===== src/rtl/can_mode_timing_map.vh =====
// constants for the can mode, status and bit timing block
// assumes an APB slave with one aligned 32-bit word per register
`ifndef CAN_MODE_TIMING_MAP_VH
`define CAN_MODE_TIMING_MAP_VH

// register byte offsets
`define OFS_CTRL_STATUS 8'h00
`define OFS_PRESC_JUMP 8'h04
`define OFS_SEG_TIMING 8'h08
`define OFS_PAGE_SEL 8'h0C

// reset values
`define RST_CTRL_STATUS 8'h00
`define RST_PRESC_JUMP 8'h00
`define RST_SEG_TIMING 8'h23
`define RST_PAGE_SEL 8'h00

// control/status field positions
`define BIT_BUS_OFF 6
`define BIT_ERR_PASSIVE 5
`define BIT_SELF_RX 4
`define BIT_NO_RETRY 3
`define BIT_FAST_SYNC 2
`define BIT_WAKE_PULSE 1
`define BIT_RUN 0
`define CSR_WR_MASK 5'h1F

// prescaler/jump and segment fields
`define JW_HI 7
`define JW_LO 6
`define PRESC_HI 5
`define PRESC_LO 0
`define SEG2_HI 6
`define SEG2_LO 4
`define SEG1_HI 3
`define SEG1_LO 0
`define PAGE_HI 2
`define PAGE_LO 0

// error counter thresholds
`define TEC_BUS_OFF_LIMIT 9'h0FF
`define ERR_PASSIVE_LIMIT 9'h07F

// resynchronisation counts
`define RECESSIVE_RUN_LEN 4'hB
`define SYNC_SEQ_STD 8'h80
`define SYNC_SEQ_FAST 8'h01

`endif


===== src/rtl/can_mode_bit_timing_ctrl.v =====
// can controller mode, status, option and bit timing logic with APB registers
// assumes CAN_RX and all engine inputs are synchronous to REF_CLK;
// the protocol engine supplies error counters and frame events
//
// Summary of operation
// - bus-off flag set while transmit errors exceed 255, cleared in run mode once they no longer do
// - error-passive flag while error passive, clear when active or bus-off
// - self-receive set: own accepted message is stored
// - self-receive clear: every own transmitted message is discarded
// - no-retry set: failed message not resent, arbitration loss still retried
// - no-retry clear: failed message retransmitted until success
// - leave standby after one run of 11 recessive bits, else 128 runs
// - wake-up pulse bit set: dominant pulse on leaving standby, else none
// - setting run enable leaves standby after recessive synchronisation
// - clearing run enable enters standby after the transfer in progress
// - run bit reads 1 until standby actually entered, then 0
// - jump width field bits 7:6 allows field plus one quanta adjustment
// - prescaler field bits 5:0 gives quantum of field plus one clocks
// - segment-two field bits 6:4 gives field plus one quanta
// - segment-one field bits 3:0 gives field plus one quanta
// - bit time is (prescaler+1) times (seg1+seg2+3) clocks
// - prescaler and segment registers writable only in standby
// - page field selects diagnosis, buffers, filters or reserved window page
// - resynchronise only on recessive to dominant edges
//
// Local design decisions: the register offsets and the APB register port.
`include "can_mode_timing_map.vh"
`timescale 1ns/1ns
`default_nettype none

module can_mode_bit_timing_ctrl
(
    input wire REF_CLK,
    input wire ARST_N,
    input wire PSEL,
    input wire PENABLE,
    input wire PWRITE,
    input wire [7:0] PADDR,
    input wire [31:0] PWDATA,
    output wire [31:0] PRDATA,
    output wire PREADY,
    output wire PSLVERR,
    input wire CAN_RX,
    output wire CAN_TX,
    input wire TX_BIT,
    input wire [8:0] TX_ERR_COUNT,
    input wire [7:0] RX_ERR_COUNT,
    input wire XFER_BUSY,
    input wire RX_FRAME_DONE,
    input wire RX_ACCEPT_HIT,
    input wire RX_IS_OWN,
    input wire TX_FAILED,
    input wire ARB_LOST,
    output wire RX_STORE,
    output wire TX_RETRY,
    output wire TX_ABORT,
    output wire NODE_ON_BUS,
    output wire TQ_TICK,
    output wire BIT_START,
    output wire SAMPLE_POINT,
    output wire SAMPLED_BIT,
    output wire [2:0] PAGE_SEL,
    output wire [4:0] PAGE_ONE_HOT
);

    localparam ST_STANDBY = 3'd0;
    localparam ST_WAKE = 3'd1;
    localparam ST_SYNC = 3'd2;
    localparam ST_RUN = 3'd3;

    ////////////////////////////////////////////////////////////////////////
    // page decode: diagnosis, buffer 1..3, filters; reserved gives none
    function [4:0] page_decode;
        input [2:0] pg;
        begin
            case (pg)
                3'd0: page_decode = 5'b0_0001;
                3'd1: page_decode = 5'b0_0010;
                3'd2: page_decode = 5'b0_0100;
                3'd3: page_decode = 5'b0_1000;
                3'd4: page_decode = 5'b1_0000;
                default: page_decode = 5'b0_0000;
            endcase
        end
    endfunction

    reg [4:0] csr_r;
    reg [7:0] presc_r;
    reg [6:0] seg_r;
    reg [2:0] page_r;
    reg bus_off_r;
    reg err_passive_r;
    reg [2:0] mode_r;
    reg [2:0] mode_nxt;
    reg [31:0] prdata_r;
    reg pready_r;
    reg rx_store_r;
    reg retry_r;
    reg abort_r;
    reg can_tx_r;
    reg [5:0] tq_cnt_r;
    reg tq_tick_r;
    reg [4:0] q_r;
    reg [4:0] ext_r;
    reg resync_done_r;
    reg prev_rx_r;
    reg sampled_r;
    reg sample_pt_r;
    reg bit_start_r;
    reg [3:0] run_cnt_r;
    reg [7:0] seq_cnt_r;

    wire in_standby = (mode_r == ST_STANDBY);
    wire run_readback = csr_r[`BIT_RUN] | ~in_standby;
    wire setup_ph = PSEL & ~PENABLE;
    wire wr_take = PSEL & PENABLE & PWRITE & pready_r;
    wire [1:0] jw = presc_r[`JW_HI:`JW_LO];
    wire [5:0] presc = presc_r[`PRESC_HI:`PRESC_LO];
    wire [2:0] seg2 = seg_r[`SEG2_HI:`SEG2_LO];
    wire [3:0] seg1 = seg_r[`SEG1_HI:`SEG1_LO];
    wire [4:0] jw_q = {3'b000, jw} + 5'd1;
    wire [4:0] seg1_end = {1'b0, seg1} + 5'd1 + ext_r;
    wire [4:0] bit_last = seg1_end + {2'b00, seg2} + 5'd1;
    wire [7:0] seq_target = csr_r[`BIT_FAST_SYNC] ? `SYNC_SEQ_FAST : `SYNC_SEQ_STD;
    wire sync_met = (seq_cnt_r >= seq_target);

    ////////////////////////////////////////////////////////////////////////
    // apb: data latched in setup, ready in the first access cycle
    always @(posedge REF_CLK or negedge ARST_N)
    begin
        if (!ARST_N)
        begin
            prdata_r <= 32'h0000_0000;
            pready_r <= 1'b0;
        end
        else
        begin
            pready_r <= setup_ph;
            if (setup_ph && !PWRITE)
            begin
                case (PADDR)
                    `OFS_CTRL_STATUS: prdata_r <= {25'd0, bus_off_r, err_passive_r, csr_r[4:1], run_readback};
                    `OFS_PRESC_JUMP: prdata_r <= {24'd0, presc_r};
                    `OFS_SEG_TIMING: prdata_r <= {25'd0, seg_r};
                    `OFS_PAGE_SEL: prdata_r <= {29'd0, page_r};
                    default: prdata_r <= 32'h0000_0000; // unmapped reads zero
                endcase
            end
        end
    end

    // register writes; reserved bits masked off regardless of what is written
    always @(posedge REF_CLK or negedge ARST_N)
    begin
        if (!ARST_N)
        begin
            csr_r <= 5'h00;
            presc_r <= `RST_PRESC_JUMP;
            seg_r <= 7'h23;
            page_r <= 3'h0;
        end
        else if (wr_take)
        begin
            case (PADDR)
                `OFS_CTRL_STATUS: csr_r <= PWDATA[4:0] & `CSR_WR_MASK;
                `OFS_PRESC_JUMP:
                begin
                    if (in_standby)
                        presc_r <= PWDATA[7:0];
                end
                `OFS_SEG_TIMING:
                begin
                    if (in_standby)
                        seg_r <= PWDATA[6:0];
                end
                `OFS_PAGE_SEL: page_r <= PWDATA[`PAGE_HI:`PAGE_LO];
                default: ;
            endcase
        end
    end

    ////////////////////////////////////////////////////////////////////////
    // fault confinement status; the bus-off set outranks its clear, and bus-off outranks the error-passive set
    always @(posedge REF_CLK or negedge ARST_N)
    begin
        if (!ARST_N)
        begin
            bus_off_r <= 1'b0;
            err_passive_r <= 1'b0;
        end
        else
        begin
            if (TX_ERR_COUNT > `TEC_BUS_OFF_LIMIT)
                bus_off_r <= 1'b1;
            else if (mode_r == ST_RUN)
                bus_off_r <= 1'b0; // running with transmit errors at or below 255
            err_passive_r <= ~(TX_ERR_COUNT > `TEC_BUS_OFF_LIMIT) & ~bus_off_r
                & ((TX_ERR_COUNT > `ERR_PASSIVE_LIMIT) | ({1'b0, RX_ERR_COUNT} > `ERR_PASSIVE_LIMIT));
        end
    end

    ////////////////////////////////////////////////////////////////////////
    // frame options: store filter and retry decision, one-cycle pulses
    always @(posedge REF_CLK or negedge ARST_N)
    begin
        if (!ARST_N)
        begin
            rx_store_r <= 1'b0;
            retry_r <= 1'b0;
            abort_r <= 1'b0;
        end
        else
        begin
            rx_store_r <= RX_FRAME_DONE & RX_ACCEPT_HIT
                & (~RX_IS_OWN | csr_r[`BIT_SELF_RX]);
            retry_r <= ARB_LOST | (TX_FAILED & ~csr_r[`BIT_NO_RETRY]);
            abort_r <= TX_FAILED & ~ARB_LOST & csr_r[`BIT_NO_RETRY];
        end
    end

    ////////////////////////////////////////////////////////////////////////
    // time quantum divider: one tick every prescaler+1 clocks
    always @(posedge REF_CLK or negedge ARST_N)
    begin
        if (!ARST_N)
        begin
            tq_cnt_r <= 6'd0;
            tq_tick_r <= 1'b0;
        end
        else if (tq_cnt_r >= presc)
        begin
            tq_cnt_r <= 6'd0;
            tq_tick_r <= 1'b1;
        end
        else
        begin
            tq_cnt_r <= tq_cnt_r + 6'd1;
            tq_tick_r <= 1'b0;
        end
    end

    // bit segment sequencer with edge resync; one resync per bit so a
    // noisy line cannot stretch a bit without bound
    always @(posedge REF_CLK or negedge ARST_N)
    begin
        if (!ARST_N)
        begin
            q_r <= 5'd0;
            ext_r <= 5'd0;
            resync_done_r <= 1'b0;
            prev_rx_r <= 1'b1;
            sampled_r <= 1'b1;
            sample_pt_r <= 1'b0;
            bit_start_r <= 1'b0;
        end
        else
        begin
            sample_pt_r <= 1'b0;
            bit_start_r <= 1'b0;
            if (tq_tick_r)
            begin
                prev_rx_r <= CAN_RX; // level held for one quantum
                if (q_r == seg1_end)
                begin
                    sampled_r <= CAN_RX;
                    sample_pt_r <= 1'b1;
                end
                if (prev_rx_r && !CAN_RX && !resync_done_r && q_r != 5'd0)
                begin
                    resync_done_r <= 1'b1;
                    if (q_r < seg1_end) // edge at the sample point counts as early
                    begin
                        // late edge: lengthen segment one
                        ext_r <= (q_r < jw_q) ? q_r : jw_q;
                        q_r <= q_r + 5'd1;
                    end
                    else if (bit_last - q_r < jw_q)
                    begin
                        // early edge within reach: start the next bit now
                        q_r <= 5'd1;
                        ext_r <= 5'd0;
                        bit_start_r <= 1'b1;
                    end
                    else
                        q_r <= q_r + jw_q + 5'd1; // shorten by jump width
                end
                else if (q_r >= bit_last)
                begin
                    q_r <= 5'd0;
                    ext_r <= 5'd0;
                    resync_done_r <= 1'b0;
                    bit_start_r <= 1'b1;
                end
                else
                    q_r <= q_r + 5'd1;
            end
        end
    end

    ////////////////////////////////////////////////////////////////////////
    // recessive run counter used to rejoin the bus
    always @(posedge REF_CLK or negedge ARST_N)
    begin
        if (!ARST_N)
        begin
            run_cnt_r <= 4'd0;
            seq_cnt_r <= 8'd0;
        end
        else if (mode_r != ST_SYNC)
        begin
            run_cnt_r <= 4'd0;
            seq_cnt_r <= 8'd0;
        end
        else if (sample_pt_r)
        begin
            if (!sampled_r)
                run_cnt_r <= 4'd0; // dominant bit restarts the run
            else if (run_cnt_r == `RECESSIVE_RUN_LEN - 4'd1)
            begin
                run_cnt_r <= 4'd0;
                if (!sync_met)
                    seq_cnt_r <= seq_cnt_r + 8'd1;
            end
            else
                run_cnt_r <= run_cnt_r + 4'd1;
        end
    end

    ////////////////////////////////////////////////////////////////////////
    // mode sequencer
    always @*
    begin
        mode_nxt = mode_r;
        case (mode_r)
            ST_STANDBY:
            begin
                if (csr_r[`BIT_RUN])
                    mode_nxt = csr_r[`BIT_WAKE_PULSE] ? ST_WAKE : ST_SYNC;
            end
            ST_WAKE:
            begin
                if (!csr_r[`BIT_RUN])
                    mode_nxt = ST_STANDBY;
                else if (bit_start_r)
                    mode_nxt = ST_SYNC; // dominant pulse lasts until the next bit start
            end
            ST_SYNC:
            begin
                if (!csr_r[`BIT_RUN])
                    mode_nxt = ST_STANDBY;
                else if (sync_met)
                    mode_nxt = ST_RUN;
            end
            ST_RUN:
            begin
                if (!csr_r[`BIT_RUN] && !XFER_BUSY)
                    mode_nxt = ST_STANDBY;
            end
            default: mode_nxt = ST_STANDBY;
        endcase
    end

    // mode register and bus drive; recessive unless waking or running
    always @(posedge REF_CLK or negedge ARST_N)
    begin
        if (!ARST_N)
        begin
            mode_r <= ST_STANDBY;
            can_tx_r <= 1'b1;
        end
        else
        begin
            mode_r <= mode_nxt;
            if (mode_nxt == ST_WAKE)
                can_tx_r <= 1'b0;
            else if (mode_nxt == ST_RUN)
                can_tx_r <= TX_BIT;
            else
                can_tx_r <= 1'b1;
        end
    end

    ////////////////////////////////////////////////////////////////////////
    // outputs
    assign PRDATA = prdata_r;
    assign PREADY = pready_r;
    assign PSLVERR = 1'b0;
    assign CAN_TX = can_tx_r;
    assign RX_STORE = rx_store_r;
    assign TX_RETRY = retry_r;
    assign TX_ABORT = abort_r;
    assign NODE_ON_BUS = (mode_r == ST_RUN);
    assign TQ_TICK = tq_tick_r;
    assign BIT_START = bit_start_r;
    assign SAMPLE_POINT = sample_pt_r;
    assign SAMPLED_BIT = sampled_r;
    assign PAGE_SEL = page_r;
    assign PAGE_ONE_HOT = page_decode(page_r);

endmodule // can_mode_bit_timing_ctrl

`default_nettype wire


===== config.mk =====
export PLATFORM = sky130hd
export DESIGN_NAME = can_mode_bit_timing_ctrl
export DESIGN_NICKNAME = d
export VERILOG_FILES = /design/src/rtl/can_mode_bit_timing_ctrl.v
export VERILOG_INCLUDE_DIRS = /design/src /design/src/rtl
export SDC_FILE = /design/constraint.sdc
export NUM_CORES = 1
export LEC_CHECK = 0
export ABC_AREA = 1
export ABC_CLOCK_PERIOD_IN_PS = 4800
export BUFFER_PORTS_ARGS = -buffer_cell sky130_fd_sc_hd__clkbuf_2
export CORE_MARGIN = 2
export CORE_UTILIZATION = 52
export DETAILED_ROUTE_END_ITERATION = 8
export HOLD_SLACK_MARGIN = 0.1
export PLACE_DENSITY = 0.84
export SYNTH_ARGS = -nofsm -noshare
export SYNTH_HDL_FRONTEND = slang
export SYNTH_SLANG_ARGS = --single-unit

===== constraint.sdc =====
create_clock -name REF_CLK -period 4.8 [get_ports REF_CLK]
set_clock_uncertainty 0.05 [all_clocks]
set_input_delay 0.48 -clock REF_CLK [delete_from_list [all_inputs] [get_ports REF_CLK]]
set_output_delay 0.48 -clock REF_CLK [all_outputs]
set_load 0.03 [all_outputs]

==> results.sh <==
export IMPL_status="complete, no violations"
export IMPL_place_congestion=0.912
export IMPL_synthSimpleGateAreaFrac_pct=22.9
export IMPL_clk_pin_slew_ps=80
export IMPL_drt_pass1_iterations=5
export IMPL_synth_compound_area_share_pct=11.7
export IMPL_instances_no_fill=818
export IMPL_synth_edf_count=0
export IMPL_synth_top_cell_by_area="dfrtp_1"
export IMPL_diodes=0
export IMPL_grt_total_usage_pct=21.6
export IMPL_drive_gt1_share_pct=16.7
export IMPL_ys_seq_elements=75
export IMPL_postCtsSetupBuffers=0
export IMPL_layout_commonest_cell="nand2_1"
export IMPL_num_rows=35
export IMPL_cts_hold_buf=0
export IMPL_synth_top_area_share_pct=34.4
export IMPL_ir_drop_uv=254
export IMPL_cts_sinks=75
export IMPL_worstHoldPathType="primary input to async pin"
export IMPL_synth_area_sq_um=5010
export IMPL_cts_resized_gates=0
export IMPL_reg2reg_depth=14
export IMPL_setup_viol=0
export IMPL_syn_to_final_growth_pct=9.98
export IMPL_clockBufferDepth=2
export IMPL_die_width_um=102
export IMPL_synthAdderAreaFrac_pct=11.8
export IMPL_fin_ws_ps=1020
export IMPL_synth_mux_area_share_pct=0.299
export IMPL_final_period_utilization_pct=78.8
export IMPL_syn_inst=622
export IMPL_min_period_ps=3780
export IMPL_synth_xor_area_share_pct=3.49
export IMPL_fillers=817
export IMPL_yosys_warnings=0
export IMPL_seq_area_frac_synth_pct=37.6
export IMPL_final_cell_mix="140 x nand2_1, 93 x inv_1, 69 x dfrtp_1"
export IMPL_fin_area_sq_um=5520
export IMPL_p_total_w=0.00242
export IMPL_grt_max_degree=76
export IMPL_final_antenna_net_count=0
export IMPL_start_util_pct=54.0
export IMPL_setup_tns_ps=0
export IMPL_synthTopCellsByArea="dfrtp_1 34%, nand2_1 10%, ha_1 10%"
export IMPL_syn_mean_instance_area_sq_um=8.06
export IMPL_rsz0062_at_grt="no"
export IMPL_setup_worst_path_end_class="register"
export IMPL_antenna_found_initial=0
export IMPL_grt_pass1_vias=3922
export IMPL_relSlewSlack_pct=38.5
export IMPL_required_ps=4980
export IMPL_synth_top_family_by_area="simple AND/OR/NAND/NOR gates"
export IMPL_die_area_sq_um=10400
export IMPL_crit_fanout=6
export IMPL_startpoint="seg_r[0]"
export IMPL_nets=799
export IMPL_via_per_inst=5.06
export IMPL_tightest_slew_ps=923
export IMPL_pre_cts_ws_ps=1060
export IMPL_drt_iter0_markers=189
export IMPL_wirelength_um=10800
export IMPL_p_leak_nw=2.86
export IMPL_drcViolationCount=0
export IMPL_clockRootBuffer="clkbuf_8"
export IMPL_ys_flop_type="dfrtp_1"
export IMPL_placed_cells=802
export IMPL_cts_tree="yes"
export IMPL_startpoint_type="register"
export IMPL_drv_slew=0
export IMPL_clk_latency_ps=350
export IMPL_async_flop_share_pct=100
export IMPL_htreeDepth=3
export IMPL_cts_buffers=9
export IMPL_die_h_um=102
export IMPL_wl_per_cell_um=13.2
export IMPL_rr_startpoint="seg_r[0]"
export IMPL_crit_type="register to register"
export IMPL_fmax_ghz=0.264
export IMPL_port_buffers=57
export IMPL_ios=121
export IMPL_core_sq_um=9280
export IMPL_dp_hpwl_um=8540
export IMPL_overflow=0
export IMPL_place_area_sq_um=5320
export IMPL_cp_arrival_ps=3960
export IMPL_vias=4143
export IMPL_hold_viol=0
export IMPL_cap_violations=0
export IMPL_grt_first_pass_wirelength_um=17900
export IMPL_synth_cell_types=46
export IMPL_power_density_nw_per_um2=439
per-layer routing:
| layer | share of wire (%) | global-route usage [%] | vias up |
|---|---|---|---|
| li1 | - | - | 2078 |
| met1 | 44 | 28.2 | 1940 |
| met2 | 50 | 36.6 | 103 |
| met3 | 4.6 | 4.10 | 22 |
| met4 | 1.5 | 6.26 | 0 |
| met5 | 0 | 0 | - |
cell type report:
cell class / instances / area (sq um) / share of cell area, %
Timing Repair Buffer: 57 / 288 / 5.22
Clock buffer: 12 / 145 / 2.63
Inverter: 98 / 369 / 6.69
Clock inverter: 4 / 50.0 / 0.907
Tap cell: 129 / 161 / 2.93
Multi-Input combinational cell: 443 / 2620 / 47.5
Sequential cell: 75 / 1880 / 34.2
cell usage after synthesis (6+ instances only):
| cell | n |
|---|---|
| nand4_1 | 7 |
| o21ai_0 | 37 |
| nor3_1 | 14 |
| dfstp_2 | 6 |
| ha_1 | 41 |
| o21ai_2 | 7 |
| inv_1 | 93 |
| xnor2_1 | 6 |
| nand3_1 | 31 |
| o21ai_1 | 21 |
| xor2_1 | 14 |
| nand2_1 | 140 |
| nor2_1 | 27 |
| buf_4 | 26 |
| a21oi_1 | 23 |
| nand2_2 | 8 |
| dfrtp_1 | 69 |
sequential cells by signal (all words and copies together) (netlist names), 3 cells and up:
name / cells
PAGE_SEL: 3
PRDATA: 8
csr_r: 5
ext_r: 5
mode_r: 3
presc_r: 8
q_r: 5
run_cnt_r: 4
seg_r: 7
seq_cnt_r: 8
tq_cnt_r: 6
where the power goes:
part           switching [W]  total [W]  internal, W
clock               0.000222   0.000476     0.000254
combinational       0.000788    0.00121     0.000424
sequential         0.0000520   0.000731     0.000679
worst paths after layout:
path	endpoint	slack [ps]
worst max-delay path	ext_r[0]	1020
worst max register to register	ext_r[0]	1020
max in group asynchronous	q_r[0]	3880
worst min-delay path	run_cnt_r[2]	210
min in group REF_CLK	TX_ABORT	250
worst min register to register	seg_r[0]	440
cells by family after synthesis:
logic type / after synthesis
fa+ha+maj: 45
compound gates: 100
buf+inv: 129
simple gates: 251
mux: 1
xor+xnor: 20
other cells: 1
flops: 75
stage by stage:
step | utilization (%) | hold slack, ps
after floorplan | - | 134
after global placement | 57.3 | 420
after CTS | 59.4 | 239
after global routing | 59.4 | 245
final | 59.4 | 207
after detailed placement | 57.3 | 424
worst max-delay path: stages, from the launching register on:
cell and delay, ps:
dfstp_2 530, inv_1 50, ha_1 210, fa_1 520, fa_1 470, xnor2_1 230
ha_1 340, xnor2_1 200, ha_1 250, a21oi_1 260, nand3_2 190, nand2_2 140
nand2_2 90, nand2_1 80, o21ai_1 60
No activity file was read; power rests on OpenSTA's default activity.
